File: src/core/pcr_cfg.svh
// offsets, bit positions and reset values of the pcs host control and status bytes
`ifndef PCR_CFG_SVH
`define PCR_CFG_SVH

// ==========================================================
// host bus offsets
`define PCR_OFF_CTRL_LO    6'h00
`define PCR_OFF_CTRL_HI    6'h01
`define PCR_OFF_STAT_LO    6'h02
`define PCR_OFF_STAT_HI    6'h03

// ==========================================================
// control high byte bit positions
`define PCR_CH_RESET       7
`define PCR_CH_LOOPBACK    6
`define PCR_CH_SPEED0      5
`define PCR_CH_AN_EN       4
`define PCR_CH_PDOWN       3
`define PCR_CH_ISOLATE     2
`define PCR_CH_AN_RESTART  1
`define PCR_CH_DUPLEX      0

// control low byte bit positions
`define PCR_CL_SPEED1      6
`define PCR_CL_UNIDIR      5

// status low byte bit positions
`define PCR_SL_UNIDIR_CAP  7
`define PCR_SL_AN_DONE     5
`define PCR_SL_AN_ABLE     3
`define PCR_SL_LINK        2

// ==========================================================
// fixed values and reset values
`define PCR_SPEED_GBE      2'h2
`define PCR_SPEED_RST      2'h2
`define PCR_AN_EN_RST      1'h1
`define PCR_STAT_HI_FIXED  8'h01
`define PCR_ADV_SPD_HI     11
`define PCR_ADV_SPD_LO     10

`endif

File: src/core/pcr_pkg.sv
// types shared by the pcs host control and status register bank
package pcr_pkg;
  // two-bit media rate code: 00 10m, 01 100m, 10 1g, 11 reserved
  typedef logic [1:0] pcr_speed_t;
  // one host bus data byte
  typedef logic [7:0] pcr_byte_t;
endpackage

File: src/core/pcr_link_latch.sv
// latch-low, clear-on-read holder for the link status bit
`timescale 1ns/1ns
module pcr_link_latch
(
  // clock and reset
  input  wire logic core_clk_i,
  input  wire logic rst_b_i,
  // live link level and read strobe
  input  wire logic link_up_i,
  input  wire logic rd_clr_i,
  // value software sees
  output logic      link_stat_o
);

  logic down_seen_q;
  logic down_seen_d;

  // a drop in the same cycle as the clearing read wins, so no drop is lost
  assign down_seen_d = !link_up_i ? 1'b1 : (rd_clr_i ? 1'b0 : down_seen_q);
  assign link_stat_o = link_up_i & !down_seen_q;

  // ==========================================================
  // sticky record of a link drop
  always_ff @(posedge core_clk_i or negedge rst_b_i)
  begin
    if (!rst_b_i)
      down_seen_q <= 1'b0;
    else
      down_seen_q <= down_seen_d;
  end

  // ==========================================================
  // checks
  link_hold_low_a : assert property (@(posedge core_clk_i) disable iff (!rst_b_i)
    (!link_up_i && !rd_clr_i) |=> !link_stat_o)
    else $error("link status did not hold low after a drop");
  link_read_clr_a : assert property (@(posedge core_clk_i) disable iff (!rst_b_i)
    (link_up_i && rd_clr_i) ##1 link_up_i |-> link_stat_o)
    else $error("link status not restored by read while link up");
  link_drop_cv : cover property (@(posedge core_clk_i) disable iff (!rst_b_i)
    !link_up_i ##1 link_up_i ##1 rd_clr_i ##1 link_stat_o);

endmodule

File: src/core/pcr_regs.sv
// host bus control and status byte registers of the sgmii / gigabit pcs
`timescale 1ns/1ns
`include "pcr_cfg.svh"
module pcr_regs
#(
  parameter logic UNIDIR_CAP = 1'b1
)
(
  // clock and reset
  input  wire logic               core_clk_i,
  input  wire logic               rst_b_i,
  // byte-wide host bus
  input  wire logic [5:0]         hb_addr_i,
  input  wire pcr_pkg::pcr_byte_t hb_wdata_i,
  input  wire logic               hb_wr_i,
  input  wire logic               hb_rd_i,
  output pcr_pkg::pcr_byte_t      hb_rdata_o,
  // mode and state from the pcs
  input  wire logic               gbe_mode_i,
  input  wire logic [15:0]        adv_ability_i,
  input  wire logic               an_done_i,
  input  wire logic               link_up_i,
  // controls to the pcs
  output pcr_pkg::pcr_speed_t     mii_speed_o,
  output logic                    an_enable_o,
  output logic                    an_restart_o,
  output logic                    chan_reset_o,
  output logic                    power_down_o,
  output logic                    isolate_o,
  output logic                    loopback_o,
  output logic                    unidir_o
);

  // stored control bits
  pcr_pkg::pcr_speed_t speed_q;
  pcr_pkg::pcr_speed_t speed_d;
  logic                an_en_q;
  logic                pdown_q;
  logic                isolate_q;
  logic                loopback_q;
  logic                unidir_q;
  logic                duplex_q;
  logic                restart_q;
  logic                reset_q;
  pcr_pkg::pcr_byte_t  rdata_q;
  pcr_pkg::pcr_byte_t  rdata_d;

  // ==========================================================
  // address decode
  logic                wr_lo;
  logic                wr_hi;
  logic                rd_stat_lo;
  logic                link_stat;
  pcr_pkg::pcr_speed_t speed_rd;
  pcr_pkg::pcr_byte_t  ctrl_lo_rd;
  pcr_pkg::pcr_byte_t  ctrl_hi_rd;
  pcr_pkg::pcr_byte_t  stat_lo_rd;

  assign wr_lo      = hb_wr_i && (hb_addr_i == `PCR_OFF_CTRL_LO);
  assign wr_hi      = hb_wr_i && (hb_addr_i == `PCR_OFF_CTRL_HI);
  assign rd_stat_lo = hb_rd_i && (hb_addr_i == `PCR_OFF_STAT_LO);

  // ==========================================================
  // speed field: two halves in two bytes, frozen at 1g in gigabit mode
  assign speed_d[1] = wr_lo ? hb_wdata_i[`PCR_CL_SPEED1] : speed_q[1];
  assign speed_d[0] = wr_hi ? hb_wdata_i[`PCR_CH_SPEED0] : speed_q[0];
  assign speed_rd   = gbe_mode_i ? `PCR_SPEED_GBE : speed_q;

  // rate follows the advertised ability while negotiation runs
  assign mii_speed_o = an_en_q ? adv_ability_i[`PCR_ADV_SPD_HI:`PCR_ADV_SPD_LO]
                               : speed_rd;

  // ==========================================================
  // control bit storage
  always_ff @(posedge core_clk_i or negedge rst_b_i)
  begin
    if (!rst_b_i)
    begin
      speed_q    <= `PCR_SPEED_RST;
      an_en_q    <= `PCR_AN_EN_RST;
      pdown_q    <= 1'b0;
      isolate_q  <= 1'b0;
      loopback_q <= 1'b0;
      unidir_q   <= 1'b0;
      duplex_q   <= 1'b0;
    end
    else
    begin
      speed_q <= speed_d;
      if (wr_lo)
        unidir_q <= hb_wdata_i[`PCR_CL_UNIDIR];
      if (wr_hi)
      begin
        an_en_q    <= hb_wdata_i[`PCR_CH_AN_EN];
        pdown_q    <= hb_wdata_i[`PCR_CH_PDOWN];
        isolate_q  <= hb_wdata_i[`PCR_CH_ISOLATE];
        loopback_q <= hb_wdata_i[`PCR_CH_LOOPBACK];
        duplex_q   <= hb_wdata_i[`PCR_CH_DUPLEX];
      end
    end
  end

  // ==========================================================
  // self-clearing commands: high for exactly one cycle after the write
  always_ff @(posedge core_clk_i or negedge rst_b_i)
  begin
    if (!rst_b_i)
    begin
      restart_q <= 1'b0;
      reset_q   <= 1'b0;
    end
    else
    begin
      restart_q <= wr_hi && hb_wdata_i[`PCR_CH_AN_RESTART];
      reset_q   <= wr_hi && hb_wdata_i[`PCR_CH_RESET];
    end
  end

  // ==========================================================
  // link status latch
  pcr_link_latch u_link
  (
    .core_clk_i  (core_clk_i),
    .rst_b_i     (rst_b_i),
    .link_up_i   (link_up_i),
    .rd_clr_i    (rd_stat_lo),
    .link_stat_o (link_stat)
  );

  // ==========================================================
  // read images; stuck bits are constants so writes never reach them
  assign ctrl_lo_rd = {1'b0, speed_rd[1], unidir_q, 5'b0_0000};
  // duplex is read back only; no control output carries it (tx and rx stay split)
  assign ctrl_hi_rd = {reset_q, loopback_q, speed_rd[0], an_en_q,
                       pdown_q, isolate_q, restart_q, duplex_q};
  assign stat_lo_rd = {UNIDIR_CAP, 1'b0, an_done_i, 1'b0,
                       1'b1, link_stat, 2'b00};

  // unmapped offsets read as zero
  always_comb
  begin
    rdata_d = rdata_q;
    if (hb_rd_i)
    begin
      unique case (hb_addr_i)
        `PCR_OFF_CTRL_LO: rdata_d = ctrl_lo_rd;
        `PCR_OFF_CTRL_HI: rdata_d = ctrl_hi_rd;
        `PCR_OFF_STAT_LO: rdata_d = stat_lo_rd;
        `PCR_OFF_STAT_HI: rdata_d = `PCR_STAT_HI_FIXED;
        default:          rdata_d = 8'h00;
      endcase
    end
  end

  // read data held until the next read
  always_ff @(posedge core_clk_i or negedge rst_b_i)
  begin
    if (!rst_b_i)
      rdata_q <= 8'h00;
    else
      rdata_q <= rdata_d;
  end

  // ==========================================================
  // outputs
  assign hb_rdata_o   = rdata_q;
  assign an_enable_o  = an_en_q;
  assign an_restart_o = restart_q;
  assign chan_reset_o = reset_q;
  assign power_down_o = pdown_q;
  assign isolate_o    = isolate_q;
  assign loopback_o   = loopback_q;
  assign unidir_o     = unidir_q;

  // ==========================================================
  // checks
  speed_store_a : assert property (@(posedge core_clk_i) disable iff (!rst_b_i)
    (wr_lo && wr_hi == 1'b0 && !gbe_mode_i) ##1 (!an_en_q && !gbe_mode_i)
      |-> mii_speed_o[1] == $past(hb_wdata_i[`PCR_CL_SPEED1]))
    else $error("sgmii speed bit 1 not stored as written");
  speed_manual_a : assert property (@(posedge core_clk_i) disable iff (!rst_b_i)
    (!an_en_q && !gbe_mode_i) |-> mii_speed_o == speed_q)
    else $error("manual speed not applied with negotiation off");
  speed_adv_a : assert property (@(posedge core_clk_i) disable iff (!rst_b_i)
    an_en_q |-> mii_speed_o == adv_ability_i[11:10])
    else $error("negotiated speed not taken from advertised bits");
  speed_split_a : assert property (@(posedge core_clk_i) disable iff (!rst_b_i)
    (hb_rd_i && hb_addr_i == `PCR_OFF_CTRL_HI) |=> hb_rdata_o[5] == $past(speed_rd[0]))
    else $error("speed bit 0 not at control high bit 5");
  pdown_write_a : assert property (@(posedge core_clk_i) disable iff (!rst_b_i)
    wr_hi |=> power_down_o == $past(hb_wdata_i[3]))
    else $error("power down bit not taken from write");
  restart_pulse_a : assert property (@(posedge core_clk_i) disable iff (!rst_b_i)
    (wr_hi && hb_wdata_i[1]) |=> an_restart_o ##1 (!an_restart_o || $past(wr_hi)))
    else $error("restart did not pulse and self clear");
  gbe_speed_a : assert property (@(posedge core_clk_i) disable iff (!rst_b_i)
    (gbe_mode_i && !an_en_q) |-> mii_speed_o == 2'b10)
    else $error("gigabit mode speed not fixed at 10");
  reset_pulse_a : assert property (@(posedge core_clk_i) disable iff (!rst_b_i)
    (wr_hi && hb_wdata_i[7]) |=> chan_reset_o ##1 (!chan_reset_o || $past(wr_hi)))
    else $error("channel reset did not pulse and self clear");
  stuck_bits_a : assert property (@(posedge core_clk_i) disable iff (!rst_b_i)
    (hb_rd_i && hb_addr_i == `PCR_OFF_STAT_HI) |=> hb_rdata_o == 8'h01)
    else $error("status high stuck bits wrong");
  ctrl_lo_stuck_a : assert property (@(posedge core_clk_i) disable iff (!rst_b_i)
    (hb_rd_i && hb_addr_i == `PCR_OFF_CTRL_LO) |=> hb_rdata_o[7] == 1'b0
      && hb_rdata_o[4:0] == 5'h00)
    else $error("control low stuck bits wrong");

  restart_cv : cover property (@(posedge core_clk_i) disable iff (!rst_b_i)
    wr_hi ##1 an_restart_o ##1 !an_restart_o);
  manual_cv  : cover property (@(posedge core_clk_i) disable iff (!rst_b_i)
    wr_hi && !hb_wdata_i[4] ##1 !an_en_q && !gbe_mode_i);
  link_rd_cv : cover property (@(posedge core_clk_i) disable iff (!rst_b_i)
    rd_stat_lo ##1 hb_rdata_o[2]);

endmodule

File: config.mk
export PLATFORM = sky130hd
export DESIGN_NAME = pcr_regs
export DESIGN_NICKNAME = d
export VERILOG_FILES = /design/src/core/pcr_pkg.sv /design/src/core/pcr_link_latch.sv /design/src/core/pcr_regs.sv
export VERILOG_INCLUDE_DIRS = /design/src /design/src/core
export SDC_FILE = /design/constraint.sdc
export NUM_CORES = 1
export LEC_CHECK = 0
export BUFFER_PORTS_ARGS = -buffer_cell sky130_fd_sc_hd__buf_2
export CAP_MARGIN = 20
export CORE_ASPECT_RATIO = 1.25
export CORE_MARGIN = 3
export CORE_UTILIZATION = 35
export CTS_BUF_LIST = sky130_fd_sc_hd__clkbuf_8 sky130_fd_sc_hd__clkbuf_16
export CTS_CLUSTER_SIZE = 8
export DETAILED_ROUTE_END_ITERATION = 10
export GPL_TIMING_DRIVEN = 0
export PLACE_DENSITY = 0.67
export SETUP_SLACK_MARGIN = 0.2
export SLEW_MARGIN = 40
export SYNTH_ARGS = -nofsm -noshare
export SYNTH_HDL_FRONTEND = slang
export SYNTH_SLANG_ARGS = --single-unit
File: constraint.sdc
create_clock -name core_clk_i -period 1.43 [get_ports core_clk_i]
set_input_delay 0.143 -clock core_clk_i [delete_from_list [all_inputs] [get_ports core_clk_i]]
set_output_delay 0.143 -clock core_clk_i [all_outputs]
set_load 0.01 [all_outputs]
* Word-level counts from Yosys, hierarchy flattened
Cells that the tools add are included.
** Storage, ports and cells
- Register bits :: 19
- Bits of input ports :: 37
- Output and inout port bits :: 17
- Logic and storage cells :: 29
** Operators by class
- Equality and inequality tests :: 4
- Muxes and demuxes :: 5
- Bitwise operators :: 1
- Reduce and logical (&&, ||, !) cells :: 7
** Operators with widths (count)
- one-hot mux 8 bit (4 select lines) :: 1
- == test 6 x 2 -> 1 bit, second input constant :: 2
- == test 6 x 1 -> 1 bit, second input constant :: 1
- logical NOT 6 bit :: 1
- logical AND 1 bit :: 5
- two-way mux 2 bit :: 2
- two-way mux 1 bit :: 2
- != test 2 x 1 -> 1 bit, second input constant :: 1
- bitwise AND 1 bit :: 1
- logical NOT 1 bit :: 1

* Logic depth before layout (Yosys ltp)
- Word-level depth :: 4
- Depth in mapped cells :: 4

* Modules after synthesis
From an unflattened synthesis, not the netlist that was laid out.
** Unflattened totals
- Cells, all modules :: 74
- Area, all modules :: 889.6 µm²
** By module, submodules not included
- pcr_regs :: instances 1, cells an instance 70, area an instance 845.8 µm², seq. area each 452.9 µm²
- pcr_link_latch :: instances 1, cells an instance 4, area an instance 43.8 µm², seq. area each 25.0 µm²

* Worst setup path after synthesis
OpenSTA, ideal clock, no wires.
- Path type :: input port to flip-flop
- Start :: in hb_addr_i[5]
- End :: reg duplex_q
- Arrival time :: 1.125 ns
- Path slack :: 0.180 ns
- Stages :: 4
- Buffers on the path :: 1
- Cell sequence :: nor4_4 -> and3_1 -> buf_6 -> mux2_4
** On the way
- Word-level cells in the longest chain between the ends :: 2
** Ends and longest elaborated chain
- start: declaration :: line pcr_regs.sv:13 : input wire logic [5:0] hb_addr_i,
- == test 6 x 1 -> 1 bit
- logical AND 1 bit :: line pcr_regs.sv:60 : assign wr_hi = hb_wr_i && (hb_addr_i == `PCR_OFF_CTRL_HI);
- end signal: assignment :: line pcr_regs.sv:98 : duplex_q <= hb_wdata_i[`PCR_CH_DUPLEX];
- end: declaration :: line pcr_regs.sv:42 : logic duplex_q;
Every way passes these cells.
A chain may end at the register's enable or synchronous reset.

* Final worst setup path
- Start :: reg an_en_q, in the netlist an_enable_o
- End :: out mii_speed_o[0]
** On the way
- Word-level cells in the longest chain between the ends :: 1
** Ends and longest elaborated chain
- start: declaration :: line pcr_regs.sv:37 : logic an_en_q;
- start signal: assignment :: line pcr_regs.sv:80 : an_en_q <= `PCR_AN_EN_RST;
- start signal: assignment :: line pcr_regs.sv:94 : an_en_q <= hb_wdata_i[`PCR_CH_AN_EN];
- two-way mux 2 bit :: line pcr_regs.sv:70 : assign mii_speed_o = an_en_q ? adv_ability_i[`PCR_ADV_SPD_HI:`PCR_ADV_SPD_LO]
- end: declaration :: line pcr_regs.sv:24 : output pcr_pkg::pcr_speed_t mii_speed_o,
Every way passes these cells.

==> flow_summary_export.csv <==
group,metric,value,unit
outcome,status,"complete, no violations",
sta,timing.hold.ws,0.101,ns
cells_and_area,syn_to_final_growth,37.2,%
clock_tree,worstSkewPairLatency,0.25,ns
clock_tree,cts_tree,"done",
logic_synthesis,synth_xor_area_frac,0,
global_route,track_usage,0.140,
sta,timing.final.hold_violations,0,
floorplanning,placementRows,19,
pwr,leakagePower,0.622,nW
pwr,vdd.ir_drop.worst,0.000577,V
floorplanning,die-area,3160,um^2
worst_setup_path,startpoint_type,"register",
logic_synthesis,synth_cell_types,25,
worst_setup_path,cp.required,1.29,ns
global_route,antenna_found_initial,0,
sta,rsz0062_at_grt,"true",
logic_synthesis,synth_seq_area_share,0.543,
sta,fin_crit_sh,0.962,
sta,clock.fmax,727,MHz
worst_setup_path,path_max_fanout,2,
cells_and_area,fillCellCount,223,
global_route,grt_max_degree,20,
drt,via_per_inst,4.75,
logic_synthesis,syn_nets,110,
logic_synthesis,ys_ff_latch,19,
clock_tree,cts_sinks,19,
clock_tree,clk_pin_slew,0.07,ns
sta,fin_crit,1.38,ns
place,portBuffers,39,
clock_tree,htreeDepth,1,
min_path,hp-class,"input port to register",
drt,drt-initial-drc-count,11,
global_route,grt_pass1_vias,748,
logic_synthesis,yosysWarningCount,0,
logic_synthesis,synth_top_family_by_area,"multiplexers",
global_route,grt_pass1_wl,3300,um
floorplanning,io_pins,54,
worst_setup_path,worst-setup-path-type,"register to output port",
logic_synthesis,synth_adder_area_share,0,
place,hpwl,1490,um
worst_setup_path,cp-end-kind,"output port",
logic_synthesis,synthSimpleGateAreaFrac,0.136,
sta,fin_skew,0.00154,ns
clock_tree,cts_root_buf,"clkbuf_8",
clock_tree,numCtsBuffers,3,
drt,dr.pass1.iters,4,
cells_and_area,mostFrequentLayoutCell,"buf_2",
pwr,p_total,1.17,mW
cells_and_area,antenna_cells,0,
flow_run,max_cap_violations,0,
place,pre_cts_ws,-0.103,ns
floorplanning,initial_core_util,0.382,
cells_and_area,fin_util,0.524,
logic_synthesis,syn-cell-area,881,um^2
cells_and_area,final_cell_mix,"37 x buf_2, 17 x dfrtp_1, 10 x inv_1",
drt,wl,2010,um
logic_synthesis,netlist_instances,73,
logic_synthesis,synth_compound_area_frac,0.101,
floorplanning,die_h,62.1,um
cells_and_area,seqCellArea,478,um^2
drt,via_count,717,
worst_setup_path,arrival,1.23,ns
cells_and_area,layout.nets,158,
place,gp_congestion,0.702,
drt,wl_per_cell,13.3,um
sta,drv_slew,0,
drt,drc_errors,0,
cells_and_area,multi_input_area,358,um^2
global_route,gr-total-overflow,0,
sta,setup_slack,0.0542,ns
logic_synthesis,synthMuxAreaShare,0.165,
pwr,powerDensity,970,nW/um^2
sta,worst_pin_slew,0.435,ns
logic_synthesis,syn_avg_cell_area,12.1,um^2
cells_and_area,drive_gt1_frac,0.525,
floorplanning,die-width,50.9,um
drt,antenna_left,0,
sta,slew_headroom,0.710,
sta,setup_viol,0,
clock_tree,clock_path_buffers,2,
floorplanning,core,2310,um^2
==> where the power goes <==
group,total (mW),switching (mW),internal (mW),leakage [nW]
Clock,0.358,0.167,0.190,0.0269
Combinational,0.216,0.0940,0.122,0.346
Sequential,0.599,0.0238,0.576,0.249
==> critical path, stage by stage (launching register included) <==
cell and delay (ns):
dfstp_2 0.55, mux2_4 0.31, buf_6 0.12
==> synthesized netlist by cell type <==
master / count / area (um^2)
nand3_1: 1 / 5.00
and3_1: 1 / 6.26
dfrtp_1: 17 / 425
a21oi_1: 3 / 15.0
mux2i_1: 1 / 10.0
a2bb2oi_1: 1 / 8.76
nor2b_2: 1 / 8.76
clkbuf_1: 1 / 3.75
mux2_4: 6 / 90.1
buf_6: 1 / 11.3
a32oi_1: 1 / 8.76
inv_1: 9 / 33.8
nor3_1: 2 / 10.0
nor2b_1: 3 / 18.8
o21ai_0: 2 / 10.0
nand2_1: 4 / 15.0
and2_2: 2 / 15.0
nor2_1: 1 / 3.75
nor4b_1: 1 / 8.76
dfstp_2: 2 / 52.6
o22ai_1: 6 / 37.5
o2111ai_1: 1 / 8.76
nor4_4: 1 / 21.3
and3_2: 1 / 7.51
mux2_2: 4 / 45.0
==> per-stage QoR <==
| step | instance area, um^2 | TNS, ns | std cells |
|---|---|---|---|
| after floorplan | 881 | 0 | 73 |
| after global placement | 1110 | -0.292 | 143 |
| after detailed placement | 1110 | -0.560 | 143 |
| after CTS | 1200 | 0 | 151 |
| after global routing | 1210 | 0 | 151 |
| final | 1210 | 0 | 151 |
==> cells by family (layout without fill, tap and decap cells) <==
group,after synthesis,count (layout)
AOI/OAI and AO/OA,14,14
muxes,11,11
and+or+nand+nor,18,18
buffers and inverters,11,58
DFF,19,19
==> final timing paths <==
kind / startpoint / slack, ns / endpoint / cells after the start
min: link_up_i / 0.10 / u_link.down_seen_q$_DFFE_PN0P_ / 2
max reg2reg: speed_q[1]$_DFFE_PN1P_ / 0.28 / hb_rdata_o[6]$_DFFE_PN0P_ / 3
max: an_enable_o$_DFFE_PN1P_ / 0.05 / mii_speed_o[0] / 2
min reg2reg: hb_rdata_o[6]$_DFFE_PN0P_ / 0.51 / hb_rdata_o[6]$_DFFE_PN0P_ / 1
min in group asynchronous: rst_b_i / 0.37 / hb_rdata_o[0]$_DFFE_PN0P_ / 2
max in group asynchronous: rst_b_i / 0.73 / an_enable_o$_DFFE_PN1P_ / 2
==> state kept, by name, summed over array words and instances (netlist names) <==
name	cells
hb_rdata_o	8
speed_q	2
an_enable_o	1
an_restart_o	1
chan_reset_o	1
duplex_q	1
isolate_o	1
loopback_o	1
power_down_o	1
u_link.down_seen_q	1
unidir_o	1
==> area by class of cell <==
type,instances,area share
plain buffers,2,0.0124
clock buffers,3,0.0342
clock inverters,1,0.00311
inverters,9,0.0280
multi-input cells,43,0.296
flip-flops and latches,19,0.395
well taps,31,0.0321
repair buffers,43,0.199
==> timing repair <==
| item | in CTS | in global routing |
|---|---|---|
| hold buffers | 1 | 0 |
| setup endpoints to repair | 7 | 3 |
| gates resized for setup | 2 | 1 |
| pin swaps | 1 | 0 |
| buffers inserted | 3 | 0 |
| endpoints found under the hold margin | 17 | 0 |
==> layer usage <==
layer | vias up | GRT usage | wire length [um]
met3 | 2 | 0.0239 | 125
met4 | 0 | 0.0462 | 9
met2 | 30 | 0.259 | 1050
li1 | 348 | - | -
met5 | - | 0 | 0
met1 | 337 | 0.167 | 823
Power figures use the tool's default switching activity.
